===== config.mk =====
export PLATFORM = sky130hd
export DESIGN_NAME = rtu_slave_register_reader
export DESIGN_NICKNAME = d
export VERILOG_FILES = /design/src/verilog/rtu_reader_pkg.sv /design/src/verilog/rtu_slave_register_reader.sv /design/src/verilog/tx_skid_buffer.sv
export SDC_FILE = /design/constraint.sdc
export NUM_CORES = 1
export LEC_CHECK = 0
export BUFFER_PORTS_ARGS = -buffer_cell sky130_fd_sc_hd__buf_2
export CORE_ASPECT_RATIO = 2
export CORE_MARGIN = 4
export CORE_UTILIZATION = 45
export CTS_CLUSTER_SIZE = 10
export DETAILED_ROUTE_END_ITERATION = 8
export GPL_TIMING_DRIVEN = 0
export HOLD_SLACK_MARGIN = 0.03
export MAX_ROUTING_LAYER = met4
export SLEW_MARGIN = 20
export SYNTH_ARGS = -nofsm -noshare
export SYNTH_HDL_FRONTEND = slang
export SYNTH_SLANG_ARGS = --single-unit

===== constraint.sdc =====
create_clock -name clk_in -period 3.48 [get_ports clk_in]
set_input_delay 0.174 -clock clk_in [delete_from_list [all_inputs] [get_ports clk_in]]
set_output_delay 0.174 -clock clk_in [all_outputs]
set_load 0.05 [all_outputs]

===== src/verilog/rtu_reader_pkg.sv =====
// Constants, types and helpers shared by the serial-line register reader
package rtu_reader_pkg;

  // ************************************************************
  // Line timing
  // ************************************************************
  localparam int  CLK_HZ        = 250_000_000;
  localparam int  BAUD_RATE     = 9600;
  localparam int  CHAR_BITS     = 11;
  localparam real SILENCE_CHARS = 3.5;
  // Least time, so rounded up to whole cycles
  localparam int  SILENCE_CYCLES =
    int'($ceil(SILENCE_CHARS * real'(CHAR_BITS) * real'(CLK_HZ) / real'(BAUD_RATE)));
  localparam int  TIMER_W       = 24;

  // ************************************************************
  // Frame layout
  // ************************************************************
  localparam logic [8:0] MAX_FRAME_LEN = 9'h100;
  localparam logic [8:0] MIN_FRAME_LEN = 9'h004;
  localparam logic [8:0] READ_REQ_LEN  = 9'h008;
  localparam logic [8:0] IDX_ADDR      = 9'h000;
  localparam logic [8:0] IDX_FUNC      = 9'h001;
  localparam logic [8:0] IDX_START_HI  = 9'h002;
  localparam logic [8:0] IDX_START_LO  = 9'h003;
  localparam logic [8:0] IDX_COUNT_HI  = 9'h004;
  localparam logic [8:0] IDX_COUNT_LO  = 9'h005;

  // ************************************************************
  // Function and exception codes
  // ************************************************************
  localparam logic [7:0] FUNC_READ_HOLDING = 8'h03;
  localparam logic [7:0] FUNC_READ_INPUT   = 8'h04;
  localparam logic [7:0] FUNC_INVALID      = 8'h00;
  localparam logic [7:0] FUNC_EXC_FLAG     = 8'h80;
  localparam logic [7:0] EXC_BAD_FUNC      = 8'h01;
  localparam logic [7:0] EXC_BAD_ADDR      = 8'h02;
  localparam logic [7:0] EXC_BAD_COUNT     = 8'h03;

  // ************************************************************
  // Register space and counts
  // ************************************************************
  localparam logic [15:0] MIN_REG_COUNT = 16'h0001;
  localparam logic [15:0] MAX_REG_COUNT = 16'h007D;
  localparam logic [16:0] HOLDING_REGS  = 17'h0_0010;
  localparam logic [16:0] INPUT_REGS    = 17'h0_0010;

  // ************************************************************
  // Checksum
  // ************************************************************
  localparam logic [15:0] CRC_INIT = 16'hFFFF;
  localparam logic [15:0] CRC_POLY = 16'hA001;
  localparam logic [15:0] CRC_GOOD = 16'h0000;

  typedef enum logic [3:0] {
    ST_INIT, ST_IDLE, ST_ACTIVE, ST_CHECK, ST_HDR, ST_FETCH,
    ST_WAIT, ST_LATCH, ST_DHI, ST_DLO, ST_CRCL, ST_CRCH
  } state_type;

  // One byte through the reflected checksum
  function automatic logic [15:0] crc_byte(input logic [15:0] crc, input logic [7:0] data);
    logic [15:0] c;
    c = crc ^ {8'h00, data};
    for (int i = 0; i < 8; i++)
    begin
      c = c[0] ? ((c >> 1) ^ CRC_POLY) : (c >> 1);
    end
    return c;
  endfunction

endpackage


===== src/verilog/rtu_slave_register_reader.sv =====
// Slave frame engine: silence framing, checks, read requests and replies
`timescale 1ns/1ps
`default_nettype none

module rtu_slave_register_reader #(
  parameter int SILENCE_CYCLES = rtu_reader_pkg::SILENCE_CYCLES
) (
  // Clock and reset
  input  wire logic        clk_in,
  input  wire logic        reset_n_in,
  // Node identity
  input  wire logic [7:0]  node_addr_in,
  // Received characters
  input  wire logic        rx_valid_in,
  input  wire logic [7:0]  rx_data_in,
  input  wire logic        rx_char_err_in,
  // Reply characters
  output var  logic        tx_valid_out,
  output var  logic [7:0]  tx_data_out,
  input  wire logic        tx_ready_in,
  // Register read port
  output var  logic        reg_rd_en_out,
  output var  logic        reg_rd_input_out,
  output var  logic [15:0] reg_rd_addr_out,
  input  wire logic [15:0] reg_rd_data_in,
  // Status
  output var  logic        link_idle_out,
  output var  logic        frame_drop_out
);

  // ************************************************************
  // State
  // ************************************************************
  rtu_reader_pkg::state_type state_r;
  rtu_reader_pkg::state_type state_nxt;
  logic [rtu_reader_pkg::TIMER_W-1:0] timer_r;
  logic [rtu_reader_pkg::TIMER_W-1:0] timer_nxt;
  logic [8:0]  len_r;
  logic [8:0]  len_nxt;
  logic [15:0] crc_r;
  logic [15:0] crc_nxt;
  logic        bad_r;
  logic        bad_nxt;
  logic        foreign_r;
  logic        foreign_nxt;
  logic [7:0]  func_r;
  logic [7:0]  func_nxt;
  logic [15:0] start_r;
  logic [15:0] start_nxt;
  logic [15:0] count_r;
  logic [15:0] count_nxt;
  logic [7:0]  exc_r;
  logic [7:0]  exc_nxt;
  logic [1:0]  hdr_idx_r;
  logic [1:0]  hdr_idx_nxt;
  logic [15:0] word_r;
  logic [15:0] word_nxt;
  logic        rd_en_r;
  logic        rd_en_nxt;
  logic        drop_r;
  logic        drop_nxt;
  logic        idle_r;
  logic        idle_nxt;
  logic        rd_input_r;
  logic        rd_input_nxt;

  logic        push_valid;
  logic [7:0]  push_data;
  logic        push_ready;
  logic        silent;
  logic [16:0] reg_end;
  logic [16:0] reg_limit;
  logic        is_read;

  localparam logic [rtu_reader_pkg::TIMER_W-1:0] SILENCE_LAST =
    rtu_reader_pkg::TIMER_W'(SILENCE_CYCLES - 1);
  // ************************************************************
  // Next-state logic
  // ************************************************************
  always_comb
  begin
    state_nxt   = state_r;
    timer_nxt   = timer_r;
    len_nxt     = len_r;
    crc_nxt     = crc_r;
    bad_nxt     = bad_r;
    foreign_nxt = foreign_r;
    func_nxt    = func_r;
    start_nxt   = start_r;
    count_nxt   = count_r;
    exc_nxt     = exc_r;
    hdr_idx_nxt = hdr_idx_r;
    word_nxt    = word_r;
    rd_en_nxt   = 1'b0;
    drop_nxt    = 1'b0;
    push_valid  = 1'b0;
    push_data   = 8'h00;
    silent      = (timer_r == SILENCE_LAST);
    is_read     = (func_r == rtu_reader_pkg::FUNC_READ_HOLDING) ||
                  (func_r == rtu_reader_pkg::FUNC_READ_INPUT);
    reg_end     = {1'b0, start_r} + {1'b0, count_r};
    reg_limit   = (func_r == rtu_reader_pkg::FUNC_READ_INPUT) ?
                  rtu_reader_pkg::INPUT_REGS : rtu_reader_pkg::HOLDING_REGS;

    case (state_r)
      rtu_reader_pkg::ST_INIT:
      begin
        // Any character restarts the quiet wait
        timer_nxt = rx_valid_in ? '0 : timer_r + 1'b1;
        if (silent && !rx_valid_in)
          state_nxt = rtu_reader_pkg::ST_IDLE;
      end
      rtu_reader_pkg::ST_IDLE:
      begin
        if (rx_valid_in)
        begin
          state_nxt   = rtu_reader_pkg::ST_ACTIVE;
          timer_nxt   = '0;
          len_nxt     = 9'h001;
          crc_nxt     = rtu_reader_pkg::crc_byte(rtu_reader_pkg::CRC_INIT, rx_data_in);
          bad_nxt     = rx_char_err_in;
          foreign_nxt = (rx_data_in != node_addr_in);
        end
      end

      rtu_reader_pkg::ST_ACTIVE:
      begin
        timer_nxt = rx_valid_in ? '0 : timer_r + 1'b1;
        if (rx_valid_in)
        begin
          crc_nxt = rtu_reader_pkg::crc_byte(crc_r, rx_data_in);
          // Saturates at the limit so an overlong frame stays marked
          bad_nxt = bad_r || rx_char_err_in ||
                    (len_r == rtu_reader_pkg::MAX_FRAME_LEN);
          len_nxt = (len_r == rtu_reader_pkg::MAX_FRAME_LEN) ? len_r : len_r + 1'b1;
          case (len_r)
            rtu_reader_pkg::IDX_FUNC:     func_nxt = rx_data_in;
            rtu_reader_pkg::IDX_START_HI: start_nxt[15:8] = rx_data_in;
            rtu_reader_pkg::IDX_START_LO: start_nxt[7:0]  = rx_data_in;
            rtu_reader_pkg::IDX_COUNT_HI: count_nxt[15:8] = rx_data_in;
            rtu_reader_pkg::IDX_COUNT_LO: count_nxt[7:0]  = rx_data_in;
            default:                      func_nxt = func_r;
          endcase
        end
        else if (silent)
          state_nxt = rtu_reader_pkg::ST_CHECK;
      end
      rtu_reader_pkg::ST_CHECK:
      begin
        // Checksum is judged before the address, as ordered
        state_nxt   = rtu_reader_pkg::ST_HDR;
        hdr_idx_nxt = 2'd0;
        exc_nxt     = 8'h00;
        crc_nxt     = rtu_reader_pkg::CRC_INIT;
        if (bad_r || len_r < rtu_reader_pkg::MIN_FRAME_LEN ||
            crc_r != rtu_reader_pkg::CRC_GOOD || foreign_r)
        begin
          state_nxt = rtu_reader_pkg::ST_IDLE;
          drop_nxt  = 1'b1;
        end
        else if (func_r == rtu_reader_pkg::FUNC_INVALID || func_r[7])
        begin
          state_nxt = rtu_reader_pkg::ST_IDLE;
          drop_nxt  = 1'b1;
        end
        else if (!is_read)
          exc_nxt = rtu_reader_pkg::EXC_BAD_FUNC;
        else if (len_r != rtu_reader_pkg::READ_REQ_LEN)
        begin
          state_nxt = rtu_reader_pkg::ST_IDLE;
          drop_nxt  = 1'b1;
        end
        else if (count_r < rtu_reader_pkg::MIN_REG_COUNT ||
                 count_r > rtu_reader_pkg::MAX_REG_COUNT)
          exc_nxt = rtu_reader_pkg::EXC_BAD_COUNT;
        else if (reg_end > reg_limit)
          exc_nxt = rtu_reader_pkg::EXC_BAD_ADDR;
      end
      rtu_reader_pkg::ST_HDR:
      begin
        push_valid = 1'b1;
        case (hdr_idx_r)
          2'd0:    push_data = node_addr_in;
          2'd1:    push_data = (exc_r != 8'h00) ?
                               (func_r | rtu_reader_pkg::FUNC_EXC_FLAG) : func_r;
          default: push_data = (exc_r != 8'h00) ? exc_r : {count_r[6:0], 1'b0};
        endcase
        if (push_ready)
        begin
          crc_nxt     = rtu_reader_pkg::crc_byte(crc_r, push_data);
          hdr_idx_nxt = hdr_idx_r + 1'b1;
          if (hdr_idx_r == 2'd2)
            state_nxt = (exc_r != 8'h00) ? rtu_reader_pkg::ST_CRCL : rtu_reader_pkg::ST_FETCH;
        end
      end
      rtu_reader_pkg::ST_FETCH:
      begin
        rd_en_nxt = 1'b1;
        state_nxt = rtu_reader_pkg::ST_WAIT;
      end

      rtu_reader_pkg::ST_WAIT:
      begin
        state_nxt = rtu_reader_pkg::ST_LATCH;
      end

      rtu_reader_pkg::ST_LATCH:
      begin
        word_nxt  = reg_rd_data_in;
        state_nxt = rtu_reader_pkg::ST_DHI;
      end
      rtu_reader_pkg::ST_DHI,
      rtu_reader_pkg::ST_DLO:
      begin
        push_valid = 1'b1;
        push_data  = (state_r == rtu_reader_pkg::ST_DHI) ? word_r[15:8] : word_r[7:0];
        if (push_ready)
        begin
          crc_nxt   = rtu_reader_pkg::crc_byte(crc_r, push_data);
          state_nxt = rtu_reader_pkg::ST_DLO;
          if (state_r == rtu_reader_pkg::ST_DLO)
          begin
            start_nxt = start_r + 1'b1;
            count_nxt = count_r - 1'b1;
            state_nxt = (count_r == 16'h0001) ? rtu_reader_pkg::ST_CRCL : rtu_reader_pkg::ST_FETCH;
          end
        end
      end
      rtu_reader_pkg::ST_CRCL,
      rtu_reader_pkg::ST_CRCH:
      begin
        push_valid = 1'b1;
        push_data  = (state_r == rtu_reader_pkg::ST_CRCL) ? crc_r[7:0] : crc_r[15:8];
        if (push_ready)
          state_nxt = (state_r == rtu_reader_pkg::ST_CRCL) ? rtu_reader_pkg::ST_CRCH :
                      rtu_reader_pkg::ST_IDLE;
      end
      default:
      begin
        state_nxt = rtu_reader_pkg::ST_INIT;
        timer_nxt = '0;
      end
    endcase
    idle_nxt     = (state_nxt == rtu_reader_pkg::ST_IDLE);
    rd_input_nxt = (func_nxt == rtu_reader_pkg::FUNC_READ_INPUT);
  end

  // ************************************************************
  // Registers
  // ************************************************************
  always_ff @(posedge clk_in or negedge reset_n_in)
  begin
    if (!reset_n_in)
    begin
      state_r   <= rtu_reader_pkg::ST_INIT;
      timer_r   <= '0;
      len_r     <= 9'h000;
      crc_r     <= rtu_reader_pkg::CRC_INIT;
      bad_r     <= 1'b0;
      foreign_r <= 1'b0;
      func_r    <= 8'h00;
      start_r   <= 16'h0000;
      count_r   <= 16'h0000;
      exc_r     <= 8'h00;
      hdr_idx_r <= 2'd0;
      word_r    <= 16'h0000;
      rd_en_r   <= 1'b0;
      drop_r    <= 1'b0;
      idle_r    <= 1'b0;
      rd_input_r <= 1'b0;
    end
    else
    begin
      state_r   <= state_nxt;
      timer_r   <= timer_nxt;
      len_r     <= len_nxt;
      crc_r     <= crc_nxt;
      bad_r     <= bad_nxt;
      foreign_r <= foreign_nxt;
      func_r    <= func_nxt;
      start_r   <= start_nxt;
      count_r   <= count_nxt;
      exc_r     <= exc_nxt;
      hdr_idx_r <= hdr_idx_nxt;
      word_r    <= word_nxt;
      rd_en_r   <= rd_en_nxt;
      drop_r    <= drop_nxt;
      idle_r    <= idle_nxt;
      rd_input_r <= rd_input_nxt;
    end
  end

  // ************************************************************
  // Reply buffer
  // ************************************************************
  // A stalled line holds the sequencer; no reply byte is lost
  tx_skid_buffer #(.WIDTH(8)) u_tx_buffer (
    .clk_in        (clk_in),
    .reset_n_in    (reset_n_in),
    .in_valid_in   (push_valid),
    .in_data_in    (push_data),
    .in_ready_out  (push_ready),
    .out_valid_out (tx_valid_out),
    .out_data_out  (tx_data_out),
    .out_ready_in  (tx_ready_in)
  );

  assign reg_rd_en_out    = rd_en_r;
  assign reg_rd_addr_out  = start_r;
  assign reg_rd_input_out = rd_input_r;
  assign link_idle_out    = idle_r;
  assign frame_drop_out   = drop_r;

endmodule

`default_nettype wire


===== src/verilog/tx_skid_buffer.sv =====
// Two-entry buffer with registered outputs on the reply byte path
`timescale 1ns/1ps
`default_nettype none

module tx_skid_buffer #(
  parameter int WIDTH = 8
) (
  // Clock and reset
  input  wire logic             clk_in,
  input  wire logic             reset_n_in,
  // Filling side
  input  wire logic             in_valid_in,
  input  wire logic [WIDTH-1:0] in_data_in,
  output var  logic             in_ready_out,
  // Draining side
  output var  logic             out_valid_out,
  output var  logic [WIDTH-1:0] out_data_out,
  input  wire logic             out_ready_in
);

  logic             out_valid_r;
  logic             out_valid_nxt;
  logic [WIDTH-1:0] out_data_r;
  logic [WIDTH-1:0] out_data_nxt;
  logic             skid_valid_r;
  logic             skid_valid_nxt;
  logic [WIDTH-1:0] skid_data_r;
  logic [WIDTH-1:0] skid_data_nxt;
  logic             push;

  // Ready only while the skid slot is free, so a stalled drain fills both
  always_comb
  begin
    push           = in_valid_in && !skid_valid_r;
    out_valid_nxt  = out_valid_r;
    out_data_nxt   = out_data_r;
    skid_valid_nxt = skid_valid_r;
    skid_data_nxt  = skid_data_r;
    if (!out_valid_r || out_ready_in)
    begin
      out_valid_nxt  = skid_valid_r || push;
      out_data_nxt   = skid_valid_r ? skid_data_r : in_data_in;
      skid_valid_nxt = 1'b0;
    end
    else if (push)
    begin
      skid_valid_nxt = 1'b1;
      skid_data_nxt  = in_data_in;
    end
  end

  always_ff @(posedge clk_in or negedge reset_n_in)
  begin
    if (!reset_n_in)
    begin
      out_valid_r  <= 1'b0;
      out_data_r   <= '0;
      skid_valid_r <= 1'b0;
      skid_data_r  <= '0;
    end
    else
    begin
      out_valid_r  <= out_valid_nxt;
      out_data_r   <= out_data_nxt;
      skid_valid_r <= skid_valid_nxt;
      skid_data_r  <= skid_data_nxt;
    end
  end

  assign in_ready_out  = !skid_valid_r;
  assign out_valid_out = out_valid_r;
  assign out_data_out  = out_data_r;

endmodule

`default_nettype wire


# Word-level counts from Yosys, hierarchy flattened
# Cells that the tools add are included.
totals:
  output_inout_bits: 29
  wordCells: 252
  register_bits: 143
op_classes:
  add_sub_neg: 6
  magnitude_cmp: 4
  mux: 104
  n_reduce_logical: 41
  eq_ne: 37
  bitwise_logic: 38
ops:
  columns: ["cell", "count"]
  rows:
  - ["$mux 16", 42]
  - ["$mux 8", 13]
  - ["$not 2->3", 32]
  - ["$pmux 16 s5", 1]
  - ["$pmux 24 s3", 1]
  - ["$pmux 16 s2", 2]
  - ["$mux 24", 2]
  - ["$mux 4", 12]
  - ["$xor 16x8->16", 3]
  - ["$pmux 4 s10", 1]
  - ["$mux 9", 3]
  - ["$reduce_and 5->1", 5]
  - ["$add 24x1->24 const B", 1]
  - ["$eq 24x20->1 const B", 1]
  - ["$pmux 8 s3", 1]
  - ["$eq 9x2->1 const B", 2]
  - ["$eq 9x3->1 const B", 2]
  - ["$pmux 9 s2", 1]
  - ["$add 16x16->17", 1]
  - ["$gt 17x5->1 const B", 1]
  - ["$add 16x1->16 const B", 1]
  - ["$eq 16x1->1 const B", 1]
  - ["$eq 4x3->1 const B", 4]
  - ["$eq 4x4->1 const B", 4]
  - ["42 further kinds", 93]

# Longest topological paths before layout
logic_depth:
  word_depth: 23
  mapped_depth: 12

# By module
# A second synthesis with hierarchy kept.
hier_totals:
  hier_cells: 1046
  hier_area_um2: 9541.7
by_module_without_submodules:
  columns: ["module", "area_per_inst_um2", "seq_area_each_um2", "instances", "cells_each"]
  rows:
  - ["rtu_slave_register_reader", 8692.1, 2997.9, 1, 995]
  - ["tx_skid_buffer", 849.6, 450.4, 1, 51]

# Worst setup path after synthesis
# Ideal clock, no wire load.
synth_path:
  path_type: "reg-to-reg"
  start: "register start_r[4] (netlist: reg_rd_addr_out[4])"
  end: "register exc_r[1]"
  stages_incl_launch_ff: 10
  path_buffers: 0
  slack_ns: 0.508
  arrival_time_ns: 2.836
  period_less_slack_ns: 2.972
  setup_ns: 0.136
  cell_sequence: "dfrtp_1 > ha_1 > nor2b_1 > a2111oi_0 > nand4_1 > a2111oi_0 > nand4b_1 > a311o_1 > a2111oi_0 > a31oi_1"
synth_between:
  elab_chain_cells: 8
synth_lines:
  columns: ["element", "line_no", "text"]
  rows:
  - ["start, declared", "rtu_slave_register_reader.sv:48", "logic [15:0] start_r;"]
  - ["start signal, assigned", "rtu_slave_register_reader.sv:281", "start_r <= start_nxt;"]
  - ["$add 16x16->17", "rtu_slave_register_reader.sv:101", "reg_end = {1'b0, start_r} + {1'b0, count_r};"]
  - ["$gt 17x5->1", "rtu_slave_register_reader.sv:176", "else if (reg_end > reg_limit)"]
  - ["$mux 2", "rtu_slave_register_reader.sv:176", null]
  - ["$mux 2", "rtu_slave_register_reader.sv:173", "else if (count_r < rtu_reader_pkg::MIN_REG_COUNT ||"]
  - ["$mux 2", "rtu_slave_register_reader.sv:168", "else if (len_r != rtu_reader_pkg::READ_REQ_LEN)"]
  - ["$mux 2", "rtu_slave_register_reader.sv:166", "else if (!is_read)"]
  - ["$mux 2", "rtu_slave_register_reader.sv:161", "else if (func_r == rtu_reader_pkg::FUNC_INVALID || func_r[7])"]
  - ["$mux 2", "rtu_slave_register_reader.sv:155", "if (bad_r || len_r < rtu_reader_pkg::MIN_FRAME_LEN ||"]
  - ["end signal, assigned", "rtu_slave_register_reader.sv:283", "exc_r <= exc_nxt;"]
  - ["end, declared", "rtu_slave_register_reader.sv:52", "logic [7:0] exc_r;"]
# Every way passes these cells.
# A chain may end at the register's enable or synchronous reset.

# Worst setup path after layout
layout_path:
  start: "register state_r[2]"
  end: "register start_r[13] (netlist: reg_rd_addr_out[13])"
layout_between:
  elab_chain_cells: 4
  word_cells_on_any_way: 11
layout_lines:
  columns: ["element", "line_no", "text"]
  rows:
  - ["start, declared", "rtu_slave_register_reader.sv:34", "rtu_reader_pkg::state_type state_r;"]
  - ["start signal, assigned", "rtu_slave_register_reader.sv:255", "state_r <= rtu_reader_pkg::ST_INIT;"]
  - ["start signal, assigned", "rtu_slave_register_reader.sv:274", "state_r <= state_nxt;"]
  - ["$eq 4x4->1 (on tied branches)", "rtu_slave_register_reader.sv:105, rtu_slave_register_reader.sv:221", null]
  - ["$reduce_or 2->1", "rtu_slave_register_reader.sv:105", "case (state_r)"]
  - ["$ne 2x2->1 (no source line) / $reduce_bool 2->1 (equally long branches)", null, null]
  - ["$reduce_and 5->1 (no source line)", null, null]
# Several ways; a longest one is shown, not always the timed one.

==> impl_metrics.tcl <==
set metrics [dict create \
    cpLargestDelayFamily "buffers and inverters" \
    die_w_um 112 \
    critical_path_class "reg -> reg" \
    synth_edf_count 0 \
    nets 1263 \
    critPathMaxFanout 10 \
    drtIter0Drc 672 \
    core_um2 21100 \
    portBuffers 57 \
    reg2reg_to "reg_rd_addr_out[13]" \
    antenna_found_initial 0 \
    final_layout_size_suffix_gt1_share_pct 15.0 \
    drt_pre_antenna_iters 5 \
    maxCapViolations 0 \
    worstSetupStartpointType "register" \
    grt_pass1_vias 9329 \
    min_period_ns 3.30 \
    crit_required_ns 3.80 \
    grt.total_usage_pct 28.6 \
    synth_area_um2 9710 \
    synth_common_cells "dfrtp_1 (121), nand2_1 (107), nor2_1 (94)" \
    initial_core_util_pct 46.0 \
    synth_ff_type "dfrtp_1" \
    path_buf_inv 4 \
    die_h_um 216 \
    placed_area_um2 10400 \
    netlist_top_cells_area "dfrtp_1 (31%), xnor2_1 (4.7%), a21oi_1 (4.4%)" \
    fmax_ghz 0.303 \
    drv_slew 0 \
    ios 66 \
    num_vias 9004 \
    tightest_slew_ns 0.902 \
    grt_max_degree 70 \
    synthSimpleGateAreaFrac_pct 18.2 \
    htreeDepth 4 \
    viasPerCell 6.10 \
    crit_path_frequent_cell "clkbuf_1" \
    fin_skew_ns 0.0125 \
    irDropWorstVdd_v 0.000546 \
    cp.depth 9 \
    endpoint_kind "register" \
    syn_to_final_growth_pct 15.7 \
    synth_fa_ha_area_share_pct 4.33 \
    grt_pass1_wl_um 51400 \
    setup-tns-final_ns 0 \
    clkLatencyLatePin_ns 0.44 \
    crit_chain "inv_1 -> ha_1 -> clkbuf_1 -> nor2b_1 -> clkbuf_1 -> buf_1 -> nand4_1 -> o22ai_1 -> a21oi_1" \
    yosysWarnings 0 \
    finalInstanceArea_um2 11200 \
    drc 0 \
    cellLeakagePower_nw 4.75 \
    wirelength_um 33600 \
    clockBufferDepth 2 \
    gp_congestion 0.982 \
    synth_top_area_share_pct 31.2 \
    fin_util_pct 53.2 \
    postSynthCellCount 1096 \
    synth_top_family_by_area "compound AO/OA/AOI/OAI gates" \
    ys_seq_area_share_pct 35.5 \
    hpwl_um 25700 \
    syn_nets 1166 \
    routedWlPerCell_um 22.8 \
    fin_crit_sh_pct 94.7 \
    synthArstFlopShare_pct 100 \
    cts_buffers 17 \
    ant_nets 0 \
    gr-total-overflow 0 \
    slew_headroom_pct 39.9 \
    reg2reg_from "state_r[2]" \
    synth_compound_area_share_pct 21.1 \
    critPathLaunch "state_r[2]" \
    setup_viol 0 \
    slowest_delay_ns 0.68 \
    synthXorXnorAreaFrac_pct 10.5 \
    synth_largest_area_cell "dfrtp_1" \
    rows 75 \
    finalHoldViolCount 0 \
    cts.clk_slew.worst_paths_ns 0.06 \
    rsz0062_at_grt "no" \
    cpMaxStageDelayCell "buf_1" \
    p_per_area_nw_per_um2 891 \
    ys_ff_latch 137 \
    post-synth-top-count-cell "dfrtp_1" \
    dieArea_um2 24100 \
    r2r_slack_ns 0.18 \
    tritoncts_num_sinks 137 \
    synth.avg_cell_area_um2 8.86 \
    cp.arrival_ns 3.61 \
    status "finished clean" \
    cts_root_buffer "clkbuf_16" \
    nFillCells 2042 \
    hold_class "in -> reg" \
    cts_tree "yes" \
    synthMuxAreaShare_pct 6.59 \
    rr_worst_depth 9 \
    ys_types 87 \
    crit_path_end "reg_rd_addr_out[13]" \
    antennaDiodeCount 0 \
]
[power by group]
group	switching (mW)	leakage (nW)	internal (mW)	total [mW]
combinational	3.12	2.72	2.21	5.33
clock	0.734	0.321	1.33	2.07
sequential	0.582	1.71	2.03	2.62
[kinds of logic after synthesis]
kind of cell,count (synthesis)
AND/OR/NAND/NOR,362
flip-flops,137
adder cells (fa/ha/maj),33
buffers and inverters,87
XOR/XNOR,101
AO/OA/AOI/OAI,323
multiplexers,53
[how the worst min path moves through the flow]
stage	startpoint	endpoint	depth (start not counted)	slack [ns]
floorplan	reset_n_in	bad_r	0	-0.12
global route	rx_data_in[1]	reg_rd_addr_out[1]	3	0.19
CTS	rx_data_in[1]	reg_rd_addr_out[1]	3	0.16
finish	rx_data_in[1]	reg_rd_addr_out[1]	3	0.17
global placement	reg_rd_data_in[11]	word_r[11]	2	0.41
detailed placement	reset_n_in	u_tx_buffer.skid_data_r[3]	1	0.18
[worst register-to-register path, cell delays in order (launching register included)]
cell and delay (ns):
dfrtp_1 0.43, inv_1 0.10, ha_1 0.17, clkbuf_1 0.36, nor2b_1 0.23, clkbuf_1 0.57, buf_1 0.68, nand4_1 0.33
o22ai_1 0.20, a21oi_1 0.09
[routing by layer]
| metal | wire, um | vias up | GRT usage [%] | share of wire [%] |
|---|---|---|---|---|
| li1 | - | 4177 | - | - |
| met1 | 11300 | 4344 | 26.2 | 33 |
| met2 | 17800 | 320 | 50.8 | 53 |
| met3 | 1610 | 163 | 5.61 | 4.8 |
| met4 | 3000 | 0 | 22.3 | 8.9 |
| met5 | 0 | - | - | 0 |
[layout make-up]
cell class              count  area (um^2)  area share (%)
multi-input cells         872         5910            52.6
inverters                  27          101           0.902
well taps                 269          337            3.00
clock inverters            10          189            1.68
clock buffers              22          474            4.22
repair buffers             78          518            4.61
plain buffers              60          263            2.34
flip-flops and latches    137         3450            30.7
[layout by cell type, fill, tap and decap left out, types with 8 or more instances in the layout]
master,count
clkbuf_1,46
o22a_1,9
a21oi_1,86
nor3_1,21
nor2_1,93
mux2i_1,16
nand2b_1,11
nor2b_1,14
a22oi_1,9
nand4_1,14
o21ai_0,75
nand2_1,107
o22ai_1,17
a221oi_1,8
nand3_1,35
dfrtp_1,121
dlygate4sd3_1,18
mux2_2,26
inv_1,26
a31oi_1,19
dfstp_2,16
xnor2_1,52
o21ai_1,21
o21a_1,9
ha_1,32
a21o_1,13
xor2_1,40
nor4_1,13
buf_2,65
clkbuf_16,17
and3_1,18
[per-stage QoR]
stage	total power, mW	setup slack [ns]	hold WS (ns)	std cells
5_1_grt	10.6	0.0680	0.186	1475
3_3_place_gp	7.79	0.149	0.408	1422
6_report	10.0	0.183	0.171	1475
4_1_cts	9.96	0.184	0.157	1473
3_5_place_dp	7.84	0.195	0.175	1423
2_1_floorplan	6.45	0.508	-0.122	1096
[state kept, by name, summed over array words and instances (netlist names), 9 cells and up]
signal,count
timer_r,24
count_r,16
crc_r,16
reg_rd_addr_out,16
word_r,16
len_r,9
[what timing repair did]
item	CTS	global route
gates resized for setup	0	3
hold endpoints to repair	78	0
endpoints found under the setup margin	0	9
hold buffers	18	0
buffers inserted	0	2
Power figures use the tool's default switching activity.
